File: config.mk
export PLATFORM = sky130hd
export DESIGN_NAME = clock_divider_sleep_control
export DESIGN_NICKNAME = d
export VERILOG_FILES = /design/src/shared/clock_sleep_pkg.sv /design/src/rtl/clock_divider_sleep_control.sv
export SDC_FILE = /design/constraint.sdc
export NUM_CORES = 1
export LEC_CHECK = 0
export BUFFER_PORTS_ARGS = -buffer_cell sky130_fd_sc_hd__clkbuf_2
export CORE_UTILIZATION = 34
export CTS_CLUSTER_SIZE = 25
export DETAILED_ROUTE_END_ITERATION = 6
export SYNTH_ARGS = -nofsm -noshare
export SYNTH_HDL_FRONTEND = slang
export SYNTH_SLANG_ARGS = --single-unit
File: constraint.sdc
create_clock -name ref_clk -period 3.97 [get_ports ref_clk]
set_input_delay 0.397 -clock ref_clk [delete_from_list [all_inputs] [get_ports ref_clk]]
set_output_delay 0.397 -clock ref_clk [all_outputs]
set_load 0.03 [all_outputs]
File: src/shared/clock_sleep_pkg.sv
// Register map, field layout, codes and counts of the clock and sleep controller
package clock_sleep_pkg;
    // Register indices; byte address is four times the index
    localparam logic [7:0] DIVIDER_IDX    = 8'h61;
    localparam logic [7:0] TRIM_IDX       = 8'h62;
    localparam logic [7:0] SLEEP_CTRL_IDX = 8'h63;
    localparam logic [7:0] STATUS_IDX     = 8'h64;
    localparam logic [9:0] DIVIDER_ADDR    = {DIVIDER_IDX, 2'b00};
    localparam logic [9:0] TRIM_ADDR       = {TRIM_IDX, 2'b00};
    localparam logic [9:0] SLEEP_CTRL_ADDR = {SLEEP_CTRL_IDX, 2'b00};
    localparam logic [9:0] STATUS_ADDR     = {STATUS_IDX, 2'b00};

    // Divider register fields
    localparam int         UNLOCK_BIT     = 7;
    localparam logic [7:0] UNLOCK_PATTERN = 8'h80;
    localparam logic [3:0] DIV_RESET_FAST = 4'h0;
    localparam logic [3:0] DIV_RESET_DIV8 = 4'h3;
    localparam logic [3:0] DIV_MAX_CODE   = 4'h8;
    localparam int         UNLOCK_CYCLES  = 4;

    // Sleep control fields
    localparam int         SLEEP_ALLOW_BIT = 0;
    localparam int         MODE_LSB        = 1;
    localparam logic [7:0] SLEEP_CTRL_RESET = 8'h00;

    // Wake timing in master clock cycles
    localparam int WAKE_HALT_CYCLES = 4;
    localparam int STANDBY_WAKE_CYCLES = 6;
    localparam int STARTUP_CYCLES_DEFAULT = 6;

    typedef enum logic [2:0] {
        MODE_IDLE      = 3'b000,
        MODE_ADC_NR    = 3'b001,
        MODE_PWR_DOWN  = 3'b010,
        MODE_PWR_SAVE  = 3'b011,
        MODE_RSVD_4    = 3'b100,
        MODE_RSVD_5    = 3'b101,
        MODE_STANDBY   = 3'b110,
        MODE_RSVD_7    = 3'b111
    } sleep_mode_t;

    typedef enum logic [1:0] {
        ST_RUN       = 2'b00,
        ST_SLEEP     = 2'b01,
        ST_STARTUP   = 2'b10,
        ST_WAKE_HALT = 2'b11
    } sleep_state_t;
endpackage : clock_sleep_pkg

File: src/rtl/clock_divider_sleep_control.sv
// Oscillator trim, glitch-free system clock divider and sleep mode clock gating
`timescale 1ns/100ps
module clock_divider_sleep_control #(
    parameter int STARTUP_CYCLES = clock_sleep_pkg::STARTUP_CYCLES_DEFAULT
) (
    input  wire logic        ref_clk,
    input  wire logic        reset_n,
    input  wire logic        clk_en,
    // APB slave
    input  wire logic        psel,
    input  wire logic        penable,
    input  wire logic        pwrite,
    input  wire logic [11:0] paddr,
    input  wire logic [31:0] pwdata,
    input  wire logic [3:0]  pstrb,
    output logic             pready,
    output logic [31:0]      prdata,
    output logic             pslverr,
    // Straps and chip context
    input  wire logic [7:0]  factoryTrim,
    input  wire logic        div8FuseProgrammed,
    input  wire logic        extCrystalSelected,
    input  wire logic        lcdAsync,
    input  wire logic        timer2Async,
    input  wire logic        converterEnabled,
    input  wire logic        sleepInstr,
    // Wake requests, already qualified by their own enables
    input  wire logic        extIntZero,
    input  wire logic        extIntZeroLevel,
    input  wire logic        pinChangeWake,
    input  wire logic        serialStartWake,
    input  wire logic        lcdWake,
    input  wire logic        timer2Wake,
    input  wire logic        memReadyWake,
    input  wire logic        converterWake,
    input  wire logic        otherIoWake,
    // Oscillator trim
    output logic [7:0]       oscillatorTrim,
    output logic             rangeSelectBit,
    output logic [6:0]       fineTrimBits,
    // Clock gating
    output logic             sysClkTick,
    output logic             cpuClockEn,
    output logic             flashClockEn,
    output logic             ioClockEn,
    output logic             converterClockEn,
    output logic             asyncClockEn,
    output logic             mainOscEn,
    output logic             timerOscEn,
    output logic             converterStart,
    output logic             sleeping,
    output logic             resumeRun
);
    typedef clock_sleep_pkg::sleep_mode_t  mode_t;
    typedef clock_sleep_pkg::sleep_state_t state_t;

    // Terminal count of the divider for a code; reserved codes stay at 255, division by 256
    function automatic logic [7:0] divTerminal(input logic [3:0] code);
        logic [3:0] c;
        c = (code > clock_sleep_pkg::DIV_MAX_CODE) ? clock_sleep_pkg::DIV_MAX_CODE : code;
        divTerminal = 8'(9'((9'h001 << c) - 9'h001));
    endfunction : divTerminal

    // APB decode
    logic       setup;
    logic       access;
    logic       wrByte0;
    logic [9:0] wordAddr;
    logic       hitDivider;
    logic       hitTrim;
    logic       hitSleep;
    logic       hitStatus;
    logic       mapped;
    logic [7:0] wrData;

    assign setup      = psel & ~penable;
    assign access     = psel & penable & pready;
    assign wordAddr   = paddr[11:2];
    assign hitDivider = (wordAddr == clock_sleep_pkg::DIVIDER_ADDR[9:0] >> 2) ? 1'b1 : 1'b0;
    assign hitTrim    = (wordAddr == clock_sleep_pkg::TRIM_ADDR[9:0] >> 2) ? 1'b1 : 1'b0;
    assign hitSleep   = (wordAddr == clock_sleep_pkg::SLEEP_CTRL_ADDR[9:0] >> 2) ? 1'b1 : 1'b0;
    assign hitStatus  = (wordAddr == clock_sleep_pkg::STATUS_ADDR[9:0] >> 2) ? 1'b1 : 1'b0;
    assign mapped     = hitDivider | hitTrim | hitSleep | hitStatus;
    assign wrData     = pwdata[7:0];
    assign wrByte0    = clk_en & access & pwrite & pstrb[0];

    // Read data is captured in setup, so every access completes in one cycle while clk_en is high
    logic readLoaded_q;
    assign pready = clk_en & readLoaded_q;

    // State
    logic [7:0] trim_q;
    logic [3:0] divSel_q;
    logic [3:0] divPending_q;
    logic       divChange_q;
    logic       unlock_q;
    logic [2:0] unlockCount_q;
    logic [7:0] divCount_q;
    logic [7:0] sleepCtrl_q;
    state_t     state_q;
    mode_t      activeMode_q;
    logic [7:0] wakeCount_q;

    logic tickNow;
    assign tickNow = (divCount_q == divTerminal(divSel_q)) ? 1'b1 : 1'b0;

    // Write qualifiers for the divider register
    logic unlockWrite;
    logic selectWrite;
    assign unlockWrite = wrByte0 & hitDivider & (wrData == clock_sleep_pkg::UNLOCK_PATTERN);
    assign selectWrite = wrByte0 & hitDivider & unlock_q & ~wrData[clock_sleep_pkg::UNLOCK_BIT];

    // APB answer
    always_ff @(posedge ref_clk) begin
        if (!reset_n) begin
            readLoaded_q <= 1'b0;
            prdata       <= 32'h0000_0000;
            pslverr      <= 1'b0;
        end else if (clk_en) begin
            if (setup) begin
                readLoaded_q <= 1'b1;
                pslverr      <= ~mapped;
                prdata       <= 32'h0000_0000;
                if (hitDivider) begin
                    prdata[7:0] <= {unlock_q, 3'b000, divSel_q};
                end else if (hitTrim) begin
                    prdata[7:0] <= trim_q;
                end else if (hitSleep) begin
                    prdata[7:0] <= sleepCtrl_q;
                end else if (hitStatus) begin
                    prdata[7:0] <= {divChange_q, activeMode_q, 2'b00, state_q};
                end
            end else if (access) begin
                readLoaded_q <= 1'b0;
            end
        end
    end

    // Oscillator trim
    always_ff @(posedge ref_clk) begin
        if (!reset_n) begin
            trim_q <= factoryTrim;
        end else if (clk_en && wrByte0 && hitTrim) begin
            trim_q <= wrData;
        end
    end
    assign oscillatorTrim = trim_q;
    assign rangeSelectBit = trim_q[7];
    assign fineTrimBits   = trim_q[6:0];

    // Unlock window, counted in system clock cycles
    always_ff @(posedge ref_clk) begin
        if (!reset_n) begin
            unlock_q      <= 1'b0;
            unlockCount_q <= 3'h0;
        end else if (clk_en) begin
            if (selectWrite) begin
                unlock_q <= 1'b0;
            end else if (unlockWrite && !unlock_q) begin
                unlock_q      <= 1'b1;
                unlockCount_q <= 3'h0;
            end else if (unlock_q && tickNow) begin
                // Rewrites while open fall here and change nothing
                if (unlockCount_q == 3'(clock_sleep_pkg::UNLOCK_CYCLES - 1)) begin
                    unlock_q <= 1'b0;
                end
                unlockCount_q <= unlockCount_q + 3'h1;
            end
        end
    end

    // Divide select: pending value waits for the end of the old period
    always_ff @(posedge ref_clk) begin
        if (!reset_n) begin
            divSel_q     <= div8FuseProgrammed ? clock_sleep_pkg::DIV_RESET_DIV8
                                               : clock_sleep_pkg::DIV_RESET_FAST;
            divPending_q <= 4'h0;
            divChange_q  <= 1'b0;
        end else if (clk_en) begin
            if (selectWrite) begin
                divPending_q <= wrData[3:0];
                divChange_q  <= 1'b1;
            end else if (divChange_q && tickNow) begin
                divSel_q    <= divPending_q;
                divChange_q <= 1'b0;
            end
        end
    end

    // Master clock divider, restarted when a new division takes over
    always_ff @(posedge ref_clk) begin
        if (!reset_n) begin
            divCount_q <= 8'h00;
        end else if (clk_en) begin
            if (tickNow) begin
                divCount_q <= 8'h00;
            end else begin
                divCount_q <= divCount_q + 8'h01;
            end
        end
    end
    assign sysClkTick = clk_en & tickNow;

    // Sleep control register
    always_ff @(posedge ref_clk) begin
        if (!reset_n) begin
            sleepCtrl_q <= clock_sleep_pkg::SLEEP_CTRL_RESET;
        end else if (clk_en && wrByte0 && hitSleep) begin
            sleepCtrl_q <= {4'h0, wrData[3:0]};
        end
    end

    logic  sleepAllow;
    mode_t reqMode;
    logic  modeValid;
    logic  asyncPeripheral;
    assign sleepAllow      = sleepCtrl_q[clock_sleep_pkg::SLEEP_ALLOW_BIT];
    assign reqMode         = mode_t'(sleepCtrl_q[clock_sleep_pkg::MODE_LSB +: 3]);
    assign asyncPeripheral = lcdAsync | timer2Async;

    // Reserved codes and standby without crystal leave the sleep instruction inert
    always_comb begin
        case (reqMode)
            clock_sleep_pkg::MODE_IDLE:     modeValid = 1'b1;
            clock_sleep_pkg::MODE_ADC_NR:   modeValid = 1'b1;
            clock_sleep_pkg::MODE_PWR_DOWN: modeValid = 1'b1;
            clock_sleep_pkg::MODE_PWR_SAVE: modeValid = 1'b1;
            clock_sleep_pkg::MODE_STANDBY:  modeValid = extCrystalSelected;
            default:                        modeValid = 1'b0;
        endcase
    end

    // Wake qualification per active mode
    logic extZeroWake;
    logic wakeEvent;
    assign extZeroWake = extIntZero
                       & (extIntZeroLevel | (activeMode_q == clock_sleep_pkg::MODE_IDLE));

    always_comb begin
        case (activeMode_q)
            clock_sleep_pkg::MODE_IDLE:
                wakeEvent = extIntZero | pinChangeWake | serialStartWake | lcdWake
                          | timer2Wake | memReadyWake | converterWake | otherIoWake;
            clock_sleep_pkg::MODE_ADC_NR:
                wakeEvent = extZeroWake | pinChangeWake | serialStartWake | memReadyWake
                          | converterWake | (asyncPeripheral & (lcdWake | timer2Wake));
            clock_sleep_pkg::MODE_PWR_SAVE:
                wakeEvent = extZeroWake | pinChangeWake | serialStartWake
                          | (asyncPeripheral & (lcdWake | timer2Wake));
            default:
                wakeEvent = extZeroWake | pinChangeWake | serialStartWake;
        endcase
    end

    // Start-up wait before the four halt cycles
    logic [7:0] startupLen;
    always_comb begin
        case (activeMode_q)
            clock_sleep_pkg::MODE_PWR_DOWN: startupLen = 8'(STARTUP_CYCLES);
            clock_sleep_pkg::MODE_PWR_SAVE: startupLen = 8'(STARTUP_CYCLES);
            clock_sleep_pkg::MODE_STANDBY:  startupLen = 8'(clock_sleep_pkg::STANDBY_WAKE_CYCLES);
            default:                        startupLen = 8'h00;
        endcase
    end

    // Sleep sequencer; it never touches processor state, so contents survive
    always_ff @(posedge ref_clk) begin
        if (!reset_n) begin
            state_q      <= clock_sleep_pkg::ST_RUN;
            activeMode_q <= clock_sleep_pkg::MODE_IDLE;
            wakeCount_q  <= 8'h00;
        end else if (clk_en) begin
            case (state_q)
                clock_sleep_pkg::ST_RUN: begin
                    if (sleepInstr && sleepAllow && modeValid) begin
                        state_q      <= clock_sleep_pkg::ST_SLEEP;
                        activeMode_q <= reqMode;
                    end
                end
                clock_sleep_pkg::ST_SLEEP: begin
                    if (wakeEvent) begin
                        wakeCount_q <= 8'h00;
                        state_q     <= (startupLen == 8'h00) ? clock_sleep_pkg::ST_WAKE_HALT
                                                             : clock_sleep_pkg::ST_STARTUP;
                    end
                end
                clock_sleep_pkg::ST_STARTUP: begin
                    if (wakeCount_q == startupLen - 8'h01) begin
                        wakeCount_q <= 8'h00;
                        state_q     <= clock_sleep_pkg::ST_WAKE_HALT;
                    end else begin
                        wakeCount_q <= wakeCount_q + 8'h01;
                    end
                end
                clock_sleep_pkg::ST_WAKE_HALT: begin
                    if (wakeCount_q == 8'(clock_sleep_pkg::WAKE_HALT_CYCLES - 1)) begin
                        wakeCount_q <= 8'h00;
                        state_q     <= clock_sleep_pkg::ST_RUN;
                    end else begin
                        wakeCount_q <= wakeCount_q + 8'h01;
                    end
                end
                default: begin
                    state_q <= clock_sleep_pkg::ST_RUN;
                end
            endcase
        end
    end

    // Clock domain gating, registered
    logic cpuEn_d;
    logic ioEn_d;
    logic convEn_d;
    logic asyEn_d;
    logic mainEn_d;
    logic tOscEn_d;
    logic asleep;
    assign asleep = (state_q != clock_sleep_pkg::ST_RUN) ? 1'b1 : 1'b0;

    always_comb begin
        cpuEn_d  = ~asleep;
        ioEn_d   = 1'b1;
        convEn_d = 1'b1;
        asyEn_d  = 1'b1;
        mainEn_d = 1'b1;
        tOscEn_d = asyncPeripheral;
        if (state_q == clock_sleep_pkg::ST_SLEEP || state_q == clock_sleep_pkg::ST_STARTUP) begin
            case (activeMode_q)
                clock_sleep_pkg::MODE_IDLE: begin
                    tOscEn_d = asyncPeripheral;
                end
                clock_sleep_pkg::MODE_ADC_NR: begin
                    ioEn_d = 1'b0;
                end
                clock_sleep_pkg::MODE_PWR_SAVE: begin
                    ioEn_d   = 1'b0;
                    convEn_d = 1'b0;
                    mainEn_d = 1'b0;
                end
                clock_sleep_pkg::MODE_STANDBY: begin
                    ioEn_d   = 1'b0;
                    convEn_d = 1'b0;
                    asyEn_d  = 1'b0;
                    tOscEn_d = 1'b0;
                end
                default: begin
                    ioEn_d   = 1'b0;
                    convEn_d = 1'b0;
                    asyEn_d  = 1'b0;
                    mainEn_d = 1'b0;
                    tOscEn_d = 1'b0;
                end
            endcase
        end
    end

    always_ff @(posedge ref_clk) begin
        if (!reset_n) begin
            cpuClockEn       <= 1'b1;
            flashClockEn     <= 1'b1;
            ioClockEn        <= 1'b1;
            converterClockEn <= 1'b1;
            asyncClockEn     <= 1'b1;
            mainOscEn        <= 1'b1;
            timerOscEn       <= 1'b0;
        end else if (clk_en) begin
            cpuClockEn       <= cpuEn_d;
            flashClockEn     <= cpuEn_d;
            ioClockEn        <= ioEn_d;
            converterClockEn <= convEn_d;
            asyncClockEn     <= asyEn_d;
            mainOscEn        <= mainEn_d;
            timerOscEn       <= tOscEn_d;
        end
    end

    // Conversion start and resume pulses, and the sleeping flag
    always_ff @(posedge ref_clk) begin
        if (!reset_n) begin
            converterStart <= 1'b0;
            resumeRun      <= 1'b0;
            sleeping       <= 1'b0;
        end else if (clk_en) begin
            converterStart <= (state_q == clock_sleep_pkg::ST_RUN) & sleepInstr & sleepAllow
                            & converterEnabled
                            & ((reqMode == clock_sleep_pkg::MODE_IDLE)
                             | (reqMode == clock_sleep_pkg::MODE_ADC_NR));
            resumeRun      <= (state_q == clock_sleep_pkg::ST_WAKE_HALT)
                            & (wakeCount_q == 8'(clock_sleep_pkg::WAKE_HALT_CYCLES - 1));
            sleeping       <= (state_q == clock_sleep_pkg::ST_SLEEP);
        end
    end
endmodule : clock_divider_sleep_control

==> run_results.csv <==
group,metric,value,unit
outcome,outcome,"finished clean",
sta,fin_crit_sh,0.886,
synthesis,synth-main-ff-cell,"dfxtp_1",
place,place_ws,808,ps
power,combPwrFrac,0.124,
routing,drc,0,
critical_path,reg2reg_from,"divSel_q[3]$_SDFFCE_PN0P_",
sta,finalSetupTns,0,ps
floorplan,dieArea,11200,µm²
critical_path,crit_slowest_cell,"or4_4",
cells_and_area,num-nets-final,585,
synthesis,ys_seq_area_frac,0.389,
place,placement.io_buffers,84,
sta,setup_viol,0,
critical_path,worstPathRequired,3570,ps
synthesis,yosys-mux-area-fraction,0.0657,
clock_tree,ctsHoldBuffers,0,
clock_tree,clkTransAtPathRegs,70,ps
cells_and_area,regArea,1420,µm²
critical_path,max_stage_delay,590,ps
power,power.net_switching,0.420,mW
cells_and_area,diodes,0,
sta,fin_ws,453,ps
clock_tree,htreeDepth,3,
cells_and_area,nFillCells,1039,
floorplan,die_w,106,µm
hold_path,min-delay-start,"converterEnabled",
grt,grt_pass1_wl,14.8,mm
synthesis,synth_edf_count,12,
power,ir_drop,0.189,mV
sta,final_max_slew_viol_count,0,
power,p_clk_frac,0.446,
hold_path,hp-class,"input port to register",
synthesis,yosysWarnings,0,
synthesis,ys_ff_latch,65,
clock_tree,cts_root_buffer,"clkbuf_8",
sta,hold_viol_final,0,
synthesis,synth-xor-area-share,0.0263,
sta,fin_crit,3520,ps
place,hpwl,6.71,mm
floorplan,die_y,106,µm
critical_path,crit_start,"divSel_q[3]$_SDFFCE_PN0P_",
power,switching_share,0.254,
synthesis,synth_cell_types,62,
synthesis,yosys.area_share.simple,0.239,
critical_path,worst_ep_arrival_time,3120,ps
critical_path,path_max_fanout,11,
power,share_seq_of_total_power,0.430,
sta,worst_pin_slew,815,ps
grt,antenna_found_initial,0,
synthesis,synth_compound_area_frac,0.151,
clock_tree,numCtsBuffers,9,
routing,wire_per_inst,13.9,µm
cells_and_area,layout_commonest_cell,"clkbuf_2",
floorplan,fp-row-count,37,
grt,grt_pass1_vias,3081,
critical_path,worstSetupEndpointType,"output port",
cells_and_area,layout_common_cells,"clkbuf_2 (84), dfxtp_1 (53), nor2_1 (41)",
critical_path,startpoint_type,"register",
routing,wirelength,8.92,mm
routing,drtIter0Drc,198,
routing,drtAntennaViolNets,0,
sta,rsz0062_at_grt,"no",
floorplan,core,10400,µm²
power,power_density,384,nW/µm²
clock_tree,clk-insertion-delay-late,350,ps
clock_tree,clkSinkCount,65,
floorplan,start_util,0.353,
routing,first_pass_iters,4,
grt,grt_max_degree,34,
grt,grt_usage,0.169,
sta,maxSlewHeadroom,0.452,
floorplan,io_pins,138,
power,leakagePower,1.77,nW
synthesis,synth_cells,426,
routing,dr_total_vias,3273,
synthesis,netlist_area,3660,µm²
sta,fmax,284,MHz
synthesis,syn_area_per_cell,8.59,µm²
clock_tree,clk_path_buf_depth,2,
flow_run,cap_violations,0,
place,gp_congestion,0.832,
routing,viasPerCell,5.11,
clock_tree,cts_resized,0,
power,intPower,1.23,mW
cells_and_area,synthToLayoutAreaGrowth,17.8,%
synthesis,yosys.area_share.adder,0.0308,
cells_and_area,multi_input_area,1970,µm²
sta,finalClockSkew,8.72,ps
critical_path,r2r_setup_slack,810,ps
synthesis,synth_top_family_by_area,"simple AND/OR/NAND/NOR gates",
critical_path,path_cells,"or4_4 > ha_1 > xor2_1 > or4_1 > a31oi_1 > or3_1 > nor2_1 > clkbuf_2",
grt,grt-ovfl-total,0,
clock_tree,postCtsSetupRepairBufs,0,
synthesis,async_flop_share,0,
cells_and_area,layout-drive-gt1-share,0.236,
clock_tree,cts_tree,"built",
critical_path,critPathKind,"register to output port",
[Yosys cell counts (all sizes together) (3+ instances only)]
cell	number	area (µm²)
o21ai	27	135
a211oi	5	42.5
nand2	39	146
and3	5	31.3
nand2b	9	56.3
ha	9	113
clkbuf	12	45.0
nor2b	7	43.8
or2	4	25.0
mux2i	15	150
nor2	41	154
buf	36	263
nand4	9	56.3
a22oi	3	22.5
nand3	17	85.1
mux2	8	90.1
nor3	14	75.1
xor2	9	78.8
o22ai	4	25.0
or4	3	26.3
dfxtp	53	1060
nor4	6	37.5
a21oi	13	65.1
or3	4	25.0
o31ai	6	45.0
and2	4	25.0
edfxtp	12	360
inv	12	45.0
[worst max-delay path, delay by kind of cell, from the launching register on]
kind                     cells  cell delay [ps]
AND/OR/NAND/NOR              4             1390
flip-flops                   1              530
adder cells (fa/ha/maj)      1              290
XOR/XNOR                     1              250
buffers and inverters        1              240
AO/OA/AOI/OAI                1               70
[per-layer routing]
layer,up-vias,GRT usage,wire length (µm)
li1,1625,-,-
met5,-,0,0
met1,1518,0.224,4290
met2,116,0.270,3980
met4,0,0.0754,175
met3,14,0.0247,477
[path summary, 6_finish.rpt]
path                                   endpoint  cells past startpoint
setup / recovery                     sysClkTick                      8
hold / removal      converterStart$_SDFFE_PN0P_                      3
setup reg to reg       divChange_q$_SDFFE_PN0P_                      8
hold reg to reg   converterClockEn$_SDFFE_PN1P_                      2
[metrics by stage]
step	utilization	hold WS [ps]	power, mW	area [µm²]	cells
floorplan	-	442	0.890	3740	449
global placement	0.390	446	0.928	4050	624
global route	0.415	294	1.72	4310	640
CTS	0.415	281	1.67	4310	640
finish	0.415	293	1.65	4310	640
detailed placement	0.390	463	0.930	4050	624
[state kept, by name, summed over array words and instances, names as in the netlist, 2 cells and up]
name and count:
divCount_q 8, oscillatorTrim 8, prdata 8, wakeCount_q 8, divPending_q 4, divSel_q 4, sleepCtrl_q 4, activeMode_q 3
unlockCount_q 3, state_q 2
[power by group through the flow]
stage / Combinational, mW / Clock [mW] / Sequential [mW]
after global routing: 0.221 / 0.786 / 0.714
after global placement: 0.203 / 0 / 0.725
after CTS: 0.205 / 0.751 / 0.711
after floorplan: 0.145 / 0 / 0.745
after detailed placement: 0.204 / 0 / 0.726
final: 0.204 / 0.738 / 0.711
[cell type report]
class | instances | share of cell area
Multi-Input combinational cell | 323 | 0.456
Sequential cell | 65 | 0.330
Timing Repair Buffer | 87 | 0.103
Tap cell | 136 | 0.0395
Clock inverter | 6 | 0.0302
Clock buffer | 10 | 0.0296
Inverter | 13 | 0.0113
[kinds of logic (layout without fill, tap and decap cells)]
kind of cell               after synthesis  after routing
AOI/OAI and AO/OA                       84             84
xor gates and xnor gates                11             11
adders and majority gates                9              9
buffers and inverters                   61            116
DFF                                     65             65
muxes                                   23             23
other                                    1             24
and+or+nand+nor                        172            172
No activity file was read; power rests on OpenSTA's default activity.
